`config.mk`:
```
export PLATFORM = sky130hd
export DESIGN_NAME = rgbdim_core
export DESIGN_NICKNAME = d
export VERILOG_FILES = /design/src/rgbdim_pkg.sv /design/src/rgbdim_chan_if.sv /design/src/rgbdim_ratediv.sv /design/src/rgbdim_channel.sv /design/src/rgbdim_core.sv
export SDC_FILE = /design/constraint.sdc
export NUM_CORES = 1
export LEC_CHECK = 0
export ABC_CLOCK_PERIOD_IN_PS = 4400
export BUFFER_PORTS_ARGS = -buffer_cell sky130_fd_sc_hd__buf_2
export CORE_UTILIZATION = 40
export DETAILED_ROUTE_END_ITERATION = 10
export PLACE_DENSITY = 0.58
export REMOVE_ABC_BUFFERS = 1
export SYNTH_ARGS = -nofsm -noshare
export SYNTH_HDL_FRONTEND = slang
export SYNTH_SLANG_ARGS = --single-unit
```
`constraint.sdc`:
```
create_clock -name aclk -period 4.4 [get_ports aclk]
set_input_delay 0.22 -clock aclk [delete_from_list [all_inputs] [get_ports aclk]]
set_output_delay 0.22 -clock aclk [all_outputs]
set_load 0.005 [all_outputs]
```
`src/rgbdim_pkg.sv`:
```
// Constants, codes and lookup tables shared by the LED dimming core.
// Function
// - Each channel dims by pulse width with an 8-bit duty that repeats at about 23 kHz.
// - The pulse-width counter advances on an internal 6 MHz rate, not on the host bus clock.
// - Each channel takes its duty from its own duty setting, independent of the others.
// - With ramping off, a newly written duty reaches the channel at once.
// - With ramping on and a nonzero fade time, the channel duty walks one step at a time to the newest value over the fade time.
// - A per-channel curve select chooses a linear or an exponential duty mapping.
// - One full-scale select bit picks 25.5 mA (0) or 51 mA (1) for all channels and resets to 0.
// - Each channel has an 8-bit gain code with 256 steps of the full-scale current.
// - All gain codes reset to zero, giving no current until written.
// - Channel current is full scale times gain code over 255.
// - Shutdown is entered by the shutdown command or by the bus clock line held low.
// - The fade time is a 4-bit code: 0 s, 0.05 s steps to 0.5 s, then 1, 2, 4, 6 and 8 s.
// - Configuration changes take effect only on the update command, obeyed only with chip enable set.
package rgbdim_pkg;

  // ****************************************
  // Rates and times
  // ****************************************
  localparam int CLK_HZ = 40_000_000;
  localparam int OSC_HZ = 6_000_000;
  localparam int RATE_GCD = 2_000_000;
  localparam int OSC_NUM = OSC_HZ / RATE_GCD;
  localparam int OSC_DEN = CLK_HZ / RATE_GCD;
  localparam int NUM_CH = 3;
  localparam int DUTY_STEPS = 256;
  localparam int FADE_STEP_MS = 50;
  localparam int FADE_UNIT_CYCLES = (CLK_HZ / 1000) * FADE_STEP_MS / DUTY_STEPS;
  localparam int SHUTDOWN_HOLD_MS = 100;
  localparam int SHUTDOWN_HOLD_CYCLES = (CLK_HZ / 1000) * SHUTDOWN_HOLD_MS;

  // ****************************************
  // Register map (byte addresses)
  // ****************************************
  localparam logic [7:0] ADDR_CHIP_CTRL = 8'h00;
  localparam logic [7:0] ADDR_SCALE_CFG = 8'h04;
  localparam logic [7:0] ADDR_RAMP_CFG = 8'h08;
  localparam logic [7:0] ADDR_CURVE_CFG = 8'h0c;
  localparam logic [7:0] ADDR_COMMAND = 8'h10;
  localparam logic [7:0] ADDR_GAIN0 = 8'h14;
  localparam logic [7:0] ADDR_DUTY0 = 8'h20;
  localparam logic [7:0] ADDR_STATUS = 8'h2c;
  localparam logic [7:0] ADDR_STRIDE = 8'h04;
  localparam int RAMP_TIME_LSB = 4;
  localparam logic RESET_SCALE = 1'b0;
  localparam logic [7:0] RESET_BYTE = 8'h00;
  localparam logic [7:0] CMD_SHUTDOWN = 8'h33;
  localparam logic [7:0] CMD_UPDATE = 8'h55;
  localparam logic [7:0] CMD_RESET = 8'hcc;
  localparam logic [7:0] CMD_WAKE = 8'h5a;
  localparam logic [1:0] RESP_OKAY = 2'b00;
  localparam logic [1:0] RESP_SLVERR = 2'b10;

  typedef enum logic [1:0] {
    PWR_RUN = 2'b01,
    PWR_SHUT = 2'b10
  } rgbdim_pwr_t;

  // Fade time code to a count of 50 ms units.
  function automatic logic [7:0] fade_mult(input logic [3:0] code);
    case (code)
      4'hb: return 8'h14;
      4'hc: return 8'h28;
      4'hd: return 8'h50;
      4'he: return 8'h78;
      4'hf: return 8'ha0;
      default: return {4'h0, code};
    endcase
  endfunction

endpackage

```
`src/rgbdim_chan_if.sv`:
```
// Signals passed between the core and one channel engine.
`timescale 1ns/1ps
`default_nettype none
interface rgbdim_chan_if;
  logic [7:0] setting;
  logic ramp_en;
  logic curve_sel;
  logic [7:0] fade_mult;
  logic unit_tick;
  logic [7:0] phase;
  logic run;
  logic pwm_on;
  logic busy;
  logic [7:0] live;
  modport top(output setting, ramp_en, curve_sel, fade_mult, unit_tick, phase, run, input pwm_on, busy, live);
  modport chan(input setting, ramp_en, curve_sel, fade_mult, unit_tick, phase, run, output pwm_on, busy, live);
endinterface
`default_nettype wire

```
`src/rgbdim_ratediv.sv`:
```
// Fractional rate divider giving a one-cycle enable at NUM/DEN of the clock.
`timescale 1ns/1ps
`default_nettype none
module rgbdim_ratediv #(
  parameter int NUM = 1,
  parameter int DEN = 2
) (
  input wire logic aclk,
  input wire logic aresetn,
  output logic tick
);
  localparam int W = $clog2(DEN + NUM) + 1;
  localparam logic [W-1:0] N = W'(NUM);
  localparam logic [W-1:0] D = W'(DEN);
  logic [W-1:0] acc;

  if (NUM < 1 || 2 * NUM > DEN) begin : g_chk
    $error("rate divider needs 1 <= NUM <= DEN/2");
  end

  always_ff @(posedge aclk) begin
    if (!aresetn) begin
      acc <= '0;
      tick <= 1'b0;
    end else if (acc + N >= D) begin
      acc <= acc + N - D;
      tick <= 1'b1;
    end else begin
      acc <= acc + N;
      tick <= 1'b0;
    end
  end
endmodule // rgbdim_ratediv
`default_nettype wire

```
`src/rgbdim_channel.sv`:
```
// One dimming channel: ramp toward the duty setting, curve mapping and pulse compare.
`timescale 1ns/1ps
`default_nettype none
module rgbdim_channel (
  input wire logic aclk,
  input wire logic aresetn,
  rgbdim_chan_if.chan ch
);
  logic [7:0] step_cnt;
  logic [7:0] mapped;
  logic step_fire;

  // Shift-based exponent keeps the curve monotonic without a table.
  function automatic logic [7:0] expo(input logic [7:0] x);
    logic [12:0] t;
    t = 13'({1'b1, x[4:0]}) << x[7:5];
    if (x == 8'h00) return 8'h00;
    if (x == 8'hff) return 8'hff;
    return t[12:5];
  endfunction

  assign step_fire = ch.unit_tick && (8'(step_cnt + 8'h01) >= ch.fade_mult);
  assign mapped = ch.curve_sel ? expo(ch.live) : ch.live;
  assign ch.busy = ch.ramp_en && (ch.live != ch.setting);

  always_ff @(posedge aclk) begin
    if (!aresetn || !ch.ramp_en || step_fire) begin
      step_cnt <= 8'h00;
    end else if (ch.unit_tick) begin
      step_cnt <= step_cnt + 8'h01;
    end
  end

  always_ff @(posedge aclk) begin
    if (!aresetn) begin
      ch.live <= 8'h00;
    end else if (!ch.ramp_en || ch.fade_mult == 8'h00) begin
      ch.live <= ch.setting;
    end else if (step_fire && ch.live < ch.setting) begin
      ch.live <= ch.live + 8'h01;
    end else if (step_fire && ch.live > ch.setting) begin
      ch.live <= ch.live - 8'h01;
    end
  end

  // On while the phase is below the duty: 0 never lights, 255 lights 255 of 256 slots.
  always_ff @(posedge aclk) begin
    if (!aresetn) begin
      ch.pwm_on <= 1'b0;
    end else begin
      ch.pwm_on <= ch.run && (mapped > ch.phase);
    end
  end
endmodule // rgbdim_channel
`default_nettype wire

```
`src/rgbdim_core.sv`:
```
// Three-channel LED dimming core with an AXI4-Lite register slave.
//
// Design decisions made here: the AXI4-Lite register port and the register offsets.
`timescale 1ns/1ps
`default_nettype none
module rgbdim_core #(
  parameter int ADDR_W = 8,
  parameter int FADE_UNIT_CYCLES = rgbdim_pkg::FADE_UNIT_CYCLES,
  parameter int SHUTDOWN_HOLD_CYCLES = rgbdim_pkg::SHUTDOWN_HOLD_CYCLES
) (
  input wire logic aclk,
  input wire logic aresetn,
  input wire logic [ADDR_W-1:0] s_axi_awaddr,
  input wire logic s_axi_awvalid,
  output logic s_axi_awready,
  input wire logic [31:0] s_axi_wdata,
  input wire logic [3:0] s_axi_wstrb,
  input wire logic s_axi_wvalid,
  output logic s_axi_wready,
  output logic [1:0] s_axi_bresp,
  output logic s_axi_bvalid,
  input wire logic s_axi_bready,
  input wire logic [ADDR_W-1:0] s_axi_araddr,
  input wire logic s_axi_arvalid,
  output logic s_axi_arready,
  output logic [31:0] s_axi_rdata,
  output logic [1:0] s_axi_rresp,
  output logic s_axi_rvalid,
  input wire logic s_axi_rready,
  input wire logic bus_clock_low,
  output logic [2:0] pwm_out,
  output logic [2:0][7:0] sink_level,
  output logic full_scale_select,
  output logic shutdown_active
);

  if (ADDR_W < 6 || ADDR_W > 8 || FADE_UNIT_CYCLES < 2 || SHUTDOWN_HOLD_CYCLES < 2) begin : g_chk
    $error("rgbdim_core parameter out of range");
  end

  // ****************************************
  // Write channel
  // ****************************************
  logic [7:0] waddr;
  logic [7:0] wbyte;
  logic wlane;
  logic wr_go;
  logic wr_ok;
  logic cmd_update;
  logic cmd_shutdown;
  logic cmd_reset;
  logic cmd_wake;

  assign wr_go = !s_axi_awready && !s_axi_wready && !s_axi_bvalid;
  assign wr_ok = wr_go && wlane;
  assign cmd_update = wr_ok && waddr == rgbdim_pkg::ADDR_COMMAND && wbyte == rgbdim_pkg::CMD_UPDATE;
  assign cmd_shutdown = wr_ok && waddr == rgbdim_pkg::ADDR_COMMAND && wbyte == rgbdim_pkg::CMD_SHUTDOWN;
  assign cmd_reset = wr_ok && waddr == rgbdim_pkg::ADDR_COMMAND && wbyte == rgbdim_pkg::CMD_RESET;
  assign cmd_wake = wr_ok && waddr == rgbdim_pkg::ADDR_COMMAND && wbyte == rgbdim_pkg::CMD_WAKE;

  function automatic logic mapped_addr(input logic [7:0] a);
    return a[1:0] == 2'b00 && a <= rgbdim_pkg::ADDR_STATUS;
  endfunction

  // Address and data are caught in either order; the answer waits for both.
  always_ff @(posedge aclk) begin
    if (!aresetn) begin
      s_axi_awready <= 1'b1;
      s_axi_wready <= 1'b1;
      s_axi_bvalid <= 1'b0;
      s_axi_bresp <= rgbdim_pkg::RESP_OKAY;
      waddr <= 8'h00;
      wbyte <= 8'h00;
      wlane <= 1'b0;
    end else begin
      if (s_axi_awvalid && s_axi_awready) begin
        s_axi_awready <= 1'b0;
        waddr <= 8'(s_axi_awaddr);
      end
      if (s_axi_wvalid && s_axi_wready) begin
        s_axi_wready <= 1'b0;
        wbyte <= s_axi_wdata[7:0];
        wlane <= s_axi_wstrb[0];
      end
      if (wr_go) begin
        s_axi_bvalid <= 1'b1;
        s_axi_bresp <= mapped_addr(waddr) ? rgbdim_pkg::RESP_OKAY : rgbdim_pkg::RESP_SLVERR;
      end else if (s_axi_bvalid && s_axi_bready) begin
        s_axi_bvalid <= 1'b0;
        s_axi_awready <= 1'b1;
        s_axi_wready <= 1'b1;
      end
    end
  end

  // ****************************************
  // Power state
  // ****************************************
  rgbdim_pkg::rgbdim_pwr_t pwr;
  rgbdim_pkg::rgbdim_pwr_t next_pwr;
  logic shut_by_line;
  logic [31:0] hold_cnt;
  logic line_hold_done;
  logic wake_exit;
  logic reg_init;

  assign line_hold_done = hold_cnt == 32'(SHUTDOWN_HOLD_CYCLES);
  assign wake_exit = pwr == rgbdim_pkg::PWR_SHUT && (shut_by_line ? !bus_clock_low : cmd_wake);
  // Leaving shutdown passes through initialisation, so every register returns to default.
  assign reg_init = wake_exit || cmd_reset;

  always_ff @(posedge aclk) begin
    if (!aresetn || !bus_clock_low) begin
      hold_cnt <= 32'h0;
    end else if (!line_hold_done) begin
      hold_cnt <= hold_cnt + 32'h1;
    end
  end

  always_comb begin
    next_pwr = pwr;
    case (pwr)
      rgbdim_pkg::PWR_RUN: begin
        if (cmd_shutdown || line_hold_done) begin
          next_pwr = rgbdim_pkg::PWR_SHUT;
        end
      end
      rgbdim_pkg::PWR_SHUT: begin
        if (wake_exit) begin
          next_pwr = rgbdim_pkg::PWR_RUN;
        end
      end
      default: next_pwr = rgbdim_pkg::PWR_RUN;
    endcase
  end

  always_ff @(posedge aclk) begin
    if (!aresetn) begin
      pwr <= rgbdim_pkg::PWR_RUN;
      shut_by_line <= 1'b0;
      shutdown_active <= 1'b0;
    end else begin
      pwr <= next_pwr;
      shutdown_active <= next_pwr == rgbdim_pkg::PWR_SHUT;
      if (pwr == rgbdim_pkg::PWR_RUN) begin
        shut_by_line <= !cmd_shutdown;
      end
    end
  end

  // ****************************************
  // Registers
  // ****************************************
  logic chip_enable;
  logic scale_stage;
  logic [7:0] ramp_stage;
  logic [7:0] ramp_active;
  logic [2:0] curve_stage;
  logic [2:0] curve_active;
  logic [2:0][7:0] gain;
  logic [2:0][7:0] duty;

  // Gain and duty apply directly; the configuration group is staged.
  always_ff @(posedge aclk) begin
    if (!aresetn || reg_init) begin
      chip_enable <= 1'b0;
      scale_stage <= rgbdim_pkg::RESET_SCALE;
      ramp_stage <= rgbdim_pkg::RESET_BYTE;
      curve_stage <= 3'h0;
      gain <= '0;
      duty <= '0;
    end else if (wr_ok) begin
      case (waddr)
        rgbdim_pkg::ADDR_CHIP_CTRL: chip_enable <= wbyte[0];
        rgbdim_pkg::ADDR_SCALE_CFG: scale_stage <= wbyte[0];
        rgbdim_pkg::ADDR_RAMP_CFG: ramp_stage <= wbyte;
        rgbdim_pkg::ADDR_CURVE_CFG: curve_stage <= wbyte[2:0];
        default: begin
        end
      endcase
      for (int i = 0; i < rgbdim_pkg::NUM_CH; i++) begin
        if (waddr == 8'(rgbdim_pkg::ADDR_GAIN0 + 8'(i) * rgbdim_pkg::ADDR_STRIDE)) begin
          gain[i] <= wbyte;
        end
        if (waddr == 8'(rgbdim_pkg::ADDR_DUTY0 + 8'(i) * rgbdim_pkg::ADDR_STRIDE)) begin
          duty[i] <= wbyte;
        end
      end
    end
  end

  always_ff @(posedge aclk) begin
    if (!aresetn || reg_init) begin
      full_scale_select <= rgbdim_pkg::RESET_SCALE;
      ramp_active <= rgbdim_pkg::RESET_BYTE;
      curve_active <= 3'h0;
    end else if (cmd_update && chip_enable) begin
      full_scale_select <= scale_stage;
      ramp_active <= ramp_stage;
      curve_active <= curve_stage;
    end
  end

  // ****************************************
  // Read channel
  // ****************************************
  logic [31:0] rword;
  logic [2:0] busy;
  always_comb begin
    rword = 32'h0;
    case (8'(s_axi_araddr))
      rgbdim_pkg::ADDR_CHIP_CTRL: rword = {31'h0, chip_enable};
      rgbdim_pkg::ADDR_SCALE_CFG: rword = {31'h0, scale_stage};
      rgbdim_pkg::ADDR_RAMP_CFG: rword = {24'h0, ramp_stage};
      rgbdim_pkg::ADDR_CURVE_CFG: rword = {29'h0, curve_stage};
      rgbdim_pkg::ADDR_STATUS: rword = {26'h0, curve_active != curve_stage, full_scale_select, busy, shutdown_active};
      default: begin
        for (int i = 0; i < rgbdim_pkg::NUM_CH; i++) begin
          if (8'(s_axi_araddr) == 8'(rgbdim_pkg::ADDR_GAIN0 + 8'(i) * rgbdim_pkg::ADDR_STRIDE)) begin
            rword = {24'h0, gain[i]};
          end
          if (8'(s_axi_araddr) == 8'(rgbdim_pkg::ADDR_DUTY0 + 8'(i) * rgbdim_pkg::ADDR_STRIDE)) begin
            rword = {24'h0, duty[i]};
          end
        end
      end
    endcase
  end

  always_ff @(posedge aclk) begin
    if (!aresetn) begin
      s_axi_arready <= 1'b1;
      s_axi_rvalid <= 1'b0;
      s_axi_rdata <= 32'h0;
      s_axi_rresp <= rgbdim_pkg::RESP_OKAY;
    end else if (s_axi_arvalid && s_axi_arready) begin
      s_axi_arready <= 1'b0;
      s_axi_rvalid <= 1'b1;
      s_axi_rdata <= rword;
      s_axi_rresp <= mapped_addr(8'(s_axi_araddr)) ? rgbdim_pkg::RESP_OKAY : rgbdim_pkg::RESP_SLVERR;
    end else if (s_axi_rvalid && s_axi_rready) begin
      s_axi_rvalid <= 1'b0;
      s_axi_arready <= 1'b1;
    end
  end

  // ****************************************
  // Dimming engines
  // ****************************************
  logic osc_tick;
  logic unit_tick;
  logic [7:0] phase;

  // The 6 MHz rate is a fractional enable: its pulses jitter by one cycle, the mean is exact.
  rgbdim_ratediv #(.NUM(rgbdim_pkg::OSC_NUM), .DEN(rgbdim_pkg::OSC_DEN)) u_osc (
    .aclk(aclk),
    .aresetn(aresetn),
    .tick(osc_tick)
  );

  rgbdim_ratediv #(.NUM(1), .DEN(FADE_UNIT_CYCLES)) u_unit (
    .aclk(aclk),
    .aresetn(aresetn),
    .tick(unit_tick)
  );

  // 256 slots of the 6 MHz rate give a period of about 23.4 kHz.
  always_ff @(posedge aclk) begin
    if (!aresetn) begin
      phase <= 8'h00;
    end else if (osc_tick) begin
      phase <= phase + 8'h01;
    end
  end

  rgbdim_chan_if ch_if[rgbdim_pkg::NUM_CH] ();

  for (genvar g = 0; g < rgbdim_pkg::NUM_CH; g++) begin : g_ch
    assign ch_if[g].setting = duty[g];
    assign ch_if[g].ramp_en = ramp_active[g];
    assign ch_if[g].curve_sel = curve_active[g];
    assign ch_if[g].fade_mult = rgbdim_pkg::fade_mult(ramp_active[rgbdim_pkg::RAMP_TIME_LSB +: 4]);
    assign ch_if[g].unit_tick = unit_tick;
    assign ch_if[g].phase = phase;
    assign ch_if[g].run = chip_enable && pwr == rgbdim_pkg::PWR_RUN;
    assign busy[g] = ch_if[g].busy;

    rgbdim_channel u_ch (
      .aclk(aclk),
      .aresetn(aresetn),
      .ch(ch_if[g])
    );

    always_ff @(posedge aclk) begin
      if (!aresetn) begin
        pwm_out[g] <= 1'b0;
        sink_level[g] <= 8'h00;
      end else begin
        pwm_out[g] <= ch_if[g].pwm_on;
        sink_level[g] <= ch_if[g].pwm_on ? gain[g] : 8'h00;
      end
    end
  end
endmodule // rgbdim_core
`default_nettype wire

```
# --- Word level (Yosys, flattened, before mapping) ---
# Index checks and enable logic that the tools add are counted.
# W data, S select, Z words.
op_classes:
  n_eq_ne: 40
  shifts: 3
  add_sub_neg: 15
  order_cmp: 16
  n_reduce_logical: 81
  muxes: 63
ops:
  columns: ["operator", "n"]
  rows:
  - ["$mux W8", 25]
  - ["$mux W32", 5]
  - ["$pmux W32 S5", 1]
  - ["$eq A8 B6 Y1 const B", 8]
  - ["$add A8 B1 Y8 const B", 7]
  - ["$eq A8 B5 Y1 const B", 7]
  - ["$gt A8 B8 Y1", 6]
  - ["$logic_not A8 Y1", 6]
  - ["$pmux W8 S5", 1]
  - ["$shl A6 B3 Y13", 3]
  - ["$logic_and A1 B1 Y1", 33]
  - ["$add A32 B1 Y32 const B", 1]
  - ["$eq A32 B22 Y1 const B", 1]
  - ["$eq A8 B4 Y1 const B", 4]
  - ["$eq A8 B8 Y1 const B", 4]
  - ["$reduce_and A2 Y1", 13]
  - ["$ge A8 B8 Y1", 3]
  - ["$lt A8 B8 Y1", 3]
  - ["$mux W1", 24]
  - ["$ne A8 B8 Y1", 3]
  - ["$sub A8 B1 Y8 const B", 3]
  - ["$eq A4 B4 Y1 const B", 5]
  - ["$eq A8 B3 Y1 const B", 2]
  - ["$eq A8 B7 Y1 const B", 2]
  - ["19 further kinds", 48]
totals:
  out_inout_bits: 70
  regBits: 275
  input_bits: 60

# --- Longest topological paths before layout ---
logic_depth:
  ltp_word: 11
  mapped_depth: 18
  ltp_nobuf: 17

# --- By module ---
# From an unflattened synthesis, not the netlist that was laid out.
hier_totals:
  hier_cells: 1891
  hier_area_um2: 15556.2
by_module_without_submodules:
  columns: ["module", "n_inst", "area_per_inst_um2", "seq_area_each_um2", "cells_each"]
  rows:
  - ["rgbdim_core", 1, 7778.7, 3503.4, 906]
  - ["rgbdim_channel at g_ch[2].u_ch", 1, 2026.9, 340.3, 259]
  - ["rgbdim_channel at g_ch[1].u_ch", 1, 2000.7, 340.3, 254]
  - ["rgbdim_channel at g_ch[0].u_ch", 1, 1988.2, 340.3, 257]
  - ["rgbdim_ratediv at u_unit", 1, 1335.0, 300.3, 169]
  - ["rgbdim_ratediv at u_osc", 1, 426.7, 140.1, 46]

# --- Worst setup path before layout ---
# Ideal clock, no wire load.
synth_path:
  kind: "reg2reg"
  from: "register g_ch[2].u_ch.step_cnt[2]"
  to: "register g_ch[2].u_ch.ch.live[7]"
  path_stages_with_launch: 18
  setup_ns: 0.074
  slack_ns: 0.616
  required_ns: 4.326
  arrival_time_ns: 3.710
  path_buffers: 0
  path_cell_list: "dfxtp_1 > and3_1 > and3_1 > nand3_1 > xnor2_1 > ha_1 > nand4_1 > a211oi_1 > a22oi_1 > or2_2 > ha_1 > a21o_1 > a211oi_1 > nor2_1 > o41ai_1 > xor2_1 > or3_1 > a31oi_1"
synth_via:
  elab_chain_len: 6
  word_cells_on_any_way: 8
synth_lines:
  columns: ["element", "line", "rtl"]
  rows:
  - ["start: declaration", "rgbdim_channel.sv:9", "logic [7:0] step_cnt;"]
  - ["start signal: assignment", "rgbdim_channel.sv:30", "step_cnt <= step_cnt + 8'h01;"]
  - ["$add A8 B1 Y8 *", "rgbdim_channel.sv:22", "assign step_fire = ch.unit_tick && (8'(step_cnt + 8'h01) >= ch.fade_mult);"]
  - ["$ge A8 B8 Y1 *", "rgbdim_channel.sv:22", null]
  - ["$logic_and A1 B1 Y1 *", "rgbdim_channel.sv:22", null]
  - ["$logic_and A1 B1 Y1", "rgbdim_channel.sv:39", "end else if (step_fire && ch.live < ch.setting) begin"]
  - ["$mux W8", "rgbdim_channel.sv:39", null]
  - ["$mux W8", "rgbdim_channel.sv:37", "end else if (!ch.ramp_en || ch.fade_mult == 8'h00) begin"]
  - ["end signal: assignment", "rgbdim_channel.sv:38", "ch.live <= ch.setting;"]
  - ["end signal: assignment", "rgbdim_channel.sv:40", "ch.live <= ch.live + 8'h01;"]
  - ["end signal: assignment", "rgbdim_channel.sv:42", "ch.live <= ch.live - 8'h01;"]
  - ["end: declaration", "rgbdim_chan_if.sv:16", "modport chan(input setting, ramp_en, curve_sel, fade_mult, unit_tick, phase, run, output pwm_on, busy, live);"]
# Every way passes the cells marked *; elsewhere a longest branch is shown, timed or not.
# A chain may end at the register's enable or synchronous reset.

# --- Worst setup path after layout ---
# Ends and elaborated chain as after synthesis.

==> results_tabular.tex <==
\begin{tabular}{lr}
\hline
Metric & Value \\
\hline
\multicolumn{2}{l}{\textbf{Status}} \\
Result of the run & completed \\
\multicolumn{2}{l}{\textbf{Finish}} \\
Commonest non-fill, non-tap cell in the layout & sky130\_fd\_sc\_hd\_\_dfxtp\_1 \\
Share of cells above drive strength 1 & between 9 and 10\% \\
Synth-to-Final Area Change & 12.0\% \\
Net count reported at finish & 1,993 \\
Top library cells by usage in the layout, fill and taps aside & sky130\_fd\_sc\_hd\_\_dfxtp\_1 (248), sky130\_fd\_sc\_hd\_\_nor2\_1 (197), sky130\_fd\_sc\_hd\_\_a21oi\_1 (132), sky130\_fd\_sc\_hd\_\_nand2\_1 (124), sky130\_fd\_sc\_hd\_\_ha\_1 (106) \\
Ant diodes & 0 \\
\# fillers & 3,514 \\
Final cell area excluding filler cells & around 16,000 sq um \\
\multicolumn{2}{l}{\textbf{Global routing}} \\
Largest net degree at the start of global routing & 60 \\
GRT Util Overall & 20.1\% \\
First-pass GRT wire length & 62,100 microns \\
Global route overflow & 0 \\
Antenna violations before repair & 0 \\
Via count of the first global-routing pass & 11.8k \\
\multicolumn{2}{l}{\textbf{STA}} \\
RSZ-0062 raised after global routing & no \\
Total negative setup slack & 0 ns \\
Finish-stage setup viols & 0 \\
Final number of hold-violating endpoints & 0 \\
Hold Slack & $\sim$0.022 ns \\
Maximum clock frequency & 244 MHz \\
Final Skew & 0.0309 ns \\
Period Utilization, post-route & 93.2\% \\
Min setup slack post-route & 0.298 ns \\
Worst relative slew slack & a little over a quarter \\
Minimum clock period after layout & 4.10 ns \\
Final count of pins violating max slew & 0 \\
Slew of the pin with the lowest slew margin & 1.09 ns \\
\multicolumn{2}{l}{\textbf{Synthesis}} \\
Post-Syn Instances & 1,765 \\
Sequential area share after synthesis & 33.7\% \\
Async set or reset register ratio after synthesis & 0\% \\
Unique cell type count in the Yosys netlist & 76 \\
Netlist area before placement & 14,700 sq um \\
Avg Synthesized Cell Area & 8.35 sq um \\
Warning count from the yosys run & 0 \\
Number of storage elements in the synthesis netlist & 248 \\
Dominant synthesized flop cell & sky130\_fd\_sc\_hd\_\_dfxtp\_1 \\
Count of flip-flops with a built-in enable after synthesis & 0 \\
\multicolumn{2}{l}{\textbf{Floorplanning}} \\
Die Outline Area & 37,600 sq um \\
Std cell rows & 69 \\
Starting density of the core & 41.0\% \\
Ports & 130 \\
Width of the die & slightly below 200 microns \\
Height of the chip & 194 microns \\
Core area & 35,900 sq um \\
\multicolumn{2}{l}{\textbf{Power and ir drop}} \\
PwrDens & 301 nW/um\^{}2 \\
Worst vdd rail ir drop & 0.265 mV \\
Overall Power & 0.00496 W \\
Standby leakage power & 7.01 nW \\
\multicolumn{2}{l}{\textbf{Placement}} \\
Placed wire-length estimate & between 20,000 and 30,000 microns \\
IO buf count & 76 \\
Final estimated routing congestion in global placement & 0.836 \\
DP Area & roughly 15,000 sq um \\
Setup WS pre-CTS & 0.195 ns \\
\multicolumn{2}{l}{\textbf{CTS}} \\
Clock transition at path regs & 0.06 ns \\
Buffer cell driving the clock tree root & sky130\_fd\_sc\_hd\_\_clkbuf\_16 \\
Number of clock buffers inserted by TritonCTS & 29 \\
H-Tree Level Count & 1 \\
Count of clock tree sinks & about 250 \\
Clk\_lat worst skew & around 0.57 ns \\
Maximum clock insertion buffer count & 3 \\
TritonCTS clock tree & built \\
\multicolumn{2}{l}{\textbf{Hold path}} \\
Class of the worst hold path & in2reg \\
\multicolumn{2}{l}{\textbf{Critical path}} \\
WP data arrival & 4.60 ns \\
CP endpoint kind & flip-flop \\
Setup CP Type & reg2reg \\
Required time at the endpoint of the critical path & between 4 and 5 ns \\
Category of the worst setup path launch point & flip-flop \\
Top fanout value on the critical path & 8 \\
\multicolumn{2}{l}{\textbf{Routing}} \\
Pre-antenna DRT Iters & 5 \\
Via count & 12.5k \\
Per-cell via count in the routed design & between 5 and 6 \\
Number of violations reported at the end of detailed-routing iteration 0 & 749 \\
DRC violation count after routing & 0 \\
WL final & 38,200 microns \\
WL per Instance & 16.6 microns \\
Number of nets with antenna violations after routing & 0 \\
\multicolumn{2}{l}{\textbf{Flow run}} \\
\# Max-Cap Violations & 0 \\
\hline
\end{tabular}
-- critical path: stages, from the launching register on --
cell,delay [ns]
sky130_fd_sc_hd__dfxtp_1,0.38
sky130_fd_sc_hd__and3_1,0.23
sky130_fd_sc_hd__and3_1,0.25
sky130_fd_sc_hd__nand3_1,0.12
sky130_fd_sc_hd__xnor2_1,0.15
sky130_fd_sc_hd__ha_1,0.29
sky130_fd_sc_hd__nand4_1,0.10
sky130_fd_sc_hd__a211oi_1,0.25
sky130_fd_sc_hd__a22oi_1,0.15
sky130_fd_sc_hd__or2_2,0.39
sky130_fd_sc_hd__ha_1,0.31
sky130_fd_sc_hd__a21o_1,0.19
sky130_fd_sc_hd__a211oi_1,0.23
sky130_fd_sc_hd__nor2_1,0.11
sky130_fd_sc_hd__o41ai_2,0.26
sky130_fd_sc_hd__xor2_1,0.13
sky130_fd_sc_hd__or3_1,0.33
sky130_fd_sc_hd__a31oi_1,0.15
-- final timing paths --
check                           start                 endpoint  slack (ns)  depth (start not counted)
min                     s_axi_awvalid                 waddr[7]        0.02                          3
max reg2reg  g_ch[2].u_ch.step_cnt[2]  g_ch[2].u_ch.ch.live[7]        0.30                         17
min reg2reg                  waddr[7]                 waddr[7]        0.46                          2
max          g_ch[2].u_ch.step_cnt[2]  g_ch[2].u_ch.ch.live[7]        0.30                         17
-- sequential cells by signal (all words and copies together), names as in the netlist, 2 cells and up --
signal,flops
waddr,8
pwr,2
sink_level,24
gain,24
ramp_stage,8
curve_active,3
s_axi_rdata,8
u_unit.acc,14
curve_stage,3
g_ch.u_ch.step_cnt,24
u_osc.acc,6
ch_if.phase,8
pwm_out,3
hold_cnt,32
g_ch.u_ch.ch.live,24
wbyte,8
ch_if.setting,24
ramp_active,7
g_ch.u_ch.ch.pwm_on,3
-- cell usage after synthesis (9+ instances only) --
cell type                  instances  share of area, %
sky130_fd_sc_hd__buf_2             9              0.31
sky130_fd_sc_hd__buf_4            26               1.3
sky130_fd_sc_hd__buf_1            10              0.25
sky130_fd_sc_hd__inv_1            65               1.7
sky130_fd_sc_hd__dfxtp_1         248                34
sky130_fd_sc_hd__nand4_1          40               1.7
sky130_fd_sc_hd__nand2b_1         16              0.68
sky130_fd_sc_hd__o22ai_1           9              0.38
sky130_fd_sc_hd__nor4_1           10              0.42
sky130_fd_sc_hd__nand3_1          78               2.6
sky130_fd_sc_hd__mux2i_1          99               6.7
sky130_fd_sc_hd__a22oi_1          10              0.51
sky130_fd_sc_hd__o21ai_0          91               3.1
sky130_fd_sc_hd__nor3_1           18              0.61
sky130_fd_sc_hd__a21o_1           31               1.6
sky130_fd_sc_hd__xor2_1           65               3.9
sky130_fd_sc_hd__a21oi_1         132               4.5
sky130_fd_sc_hd__nand2_1         125               3.2
sky130_fd_sc_hd__a211oi_1         16              0.82
sky130_fd_sc_hd__clkbuf_1         64               1.6
sky130_fd_sc_hd__and2_1           14              0.59
sky130_fd_sc_hd__mux2_2           11              0.84
sky130_fd_sc_hd__or3_1            12              0.51
sky130_fd_sc_hd__ha_1            106               9.0
sky130_fd_sc_hd__nor2_1          197               5.0
sky130_fd_sc_hd__and3_1           47               2.0
sky130_fd_sc_hd__xnor2_1          55               3.3
sky130_fd_sc_hd__nor2b_1          27               1.1
-- report_power, final --
group | internal (W) | leakage (nW) | switching [W]
registers | 0.00229 | 2.00 | 0.0000614
logic | 0.000128 | 4.57 | 0.000177
clock network | 0.00136 | 0.443 | 0.000949
-- layout make-up --
| type | instances | area [sq um] | share of cell area [%] |
|---|---|---|---|
| Timing Repair Buffer | 120 | 773 | 4.69 |
| Inverter | 66 | 248 | 1.50 |
| Sequential cell | 248 | 4960 | 30.1 |
| Tap cell | 461 | 577 | 3.50 |
| Clock inverter | 7 | 66.3 | 0.402 |
| Clock buffer | 42 | 835 | 5.06 |
| Multi-Input combinational cell | 1359 | 9040 | 54.8 |
-- timing repair --
item | CTS | global route
endpoints found under the hold margin | 22 | 0
endpoints found under the setup margin | 0 | 3
gates resized for setup | 0 | 4
buffers inserted | 0 | 0
hold buffers | 25 | 0
-- kinds of logic after synthesis --
logic type      after synthesis  synth area share, %
flops                       248                 33.7
mux                         110                 7.57
simple gates                625                 20.9
fa+ha+maj                   109                 9.41
compound gates              369                 15.5
other cells                   1               0.0255
buf+inv                     183                 5.77
xor+xnor                    120                 7.13
-- per-layer routing --
metal / GRT usage (%) / vias to the layer above / routed length (microns)
met5: 0 / - / 0
met3: 2.21 / 47 / 1450
met1: 27.1 / 5883 / 18300
met4: 4.97 / 0 / 714
li1: - / 6314 / -
met2: 34.0 / 239 / 17800
-- stage by stage --
step | util (%) | cells
after CTS | 45.9 | 2303
after global routing | 45.9 | 2303
after floorplan | - | 1673
after global placement | 42.7 | 2229
final | 45.9 | 2303
after detailed placement | 42.7 | 2229
(Power assumes the default switching activity.)
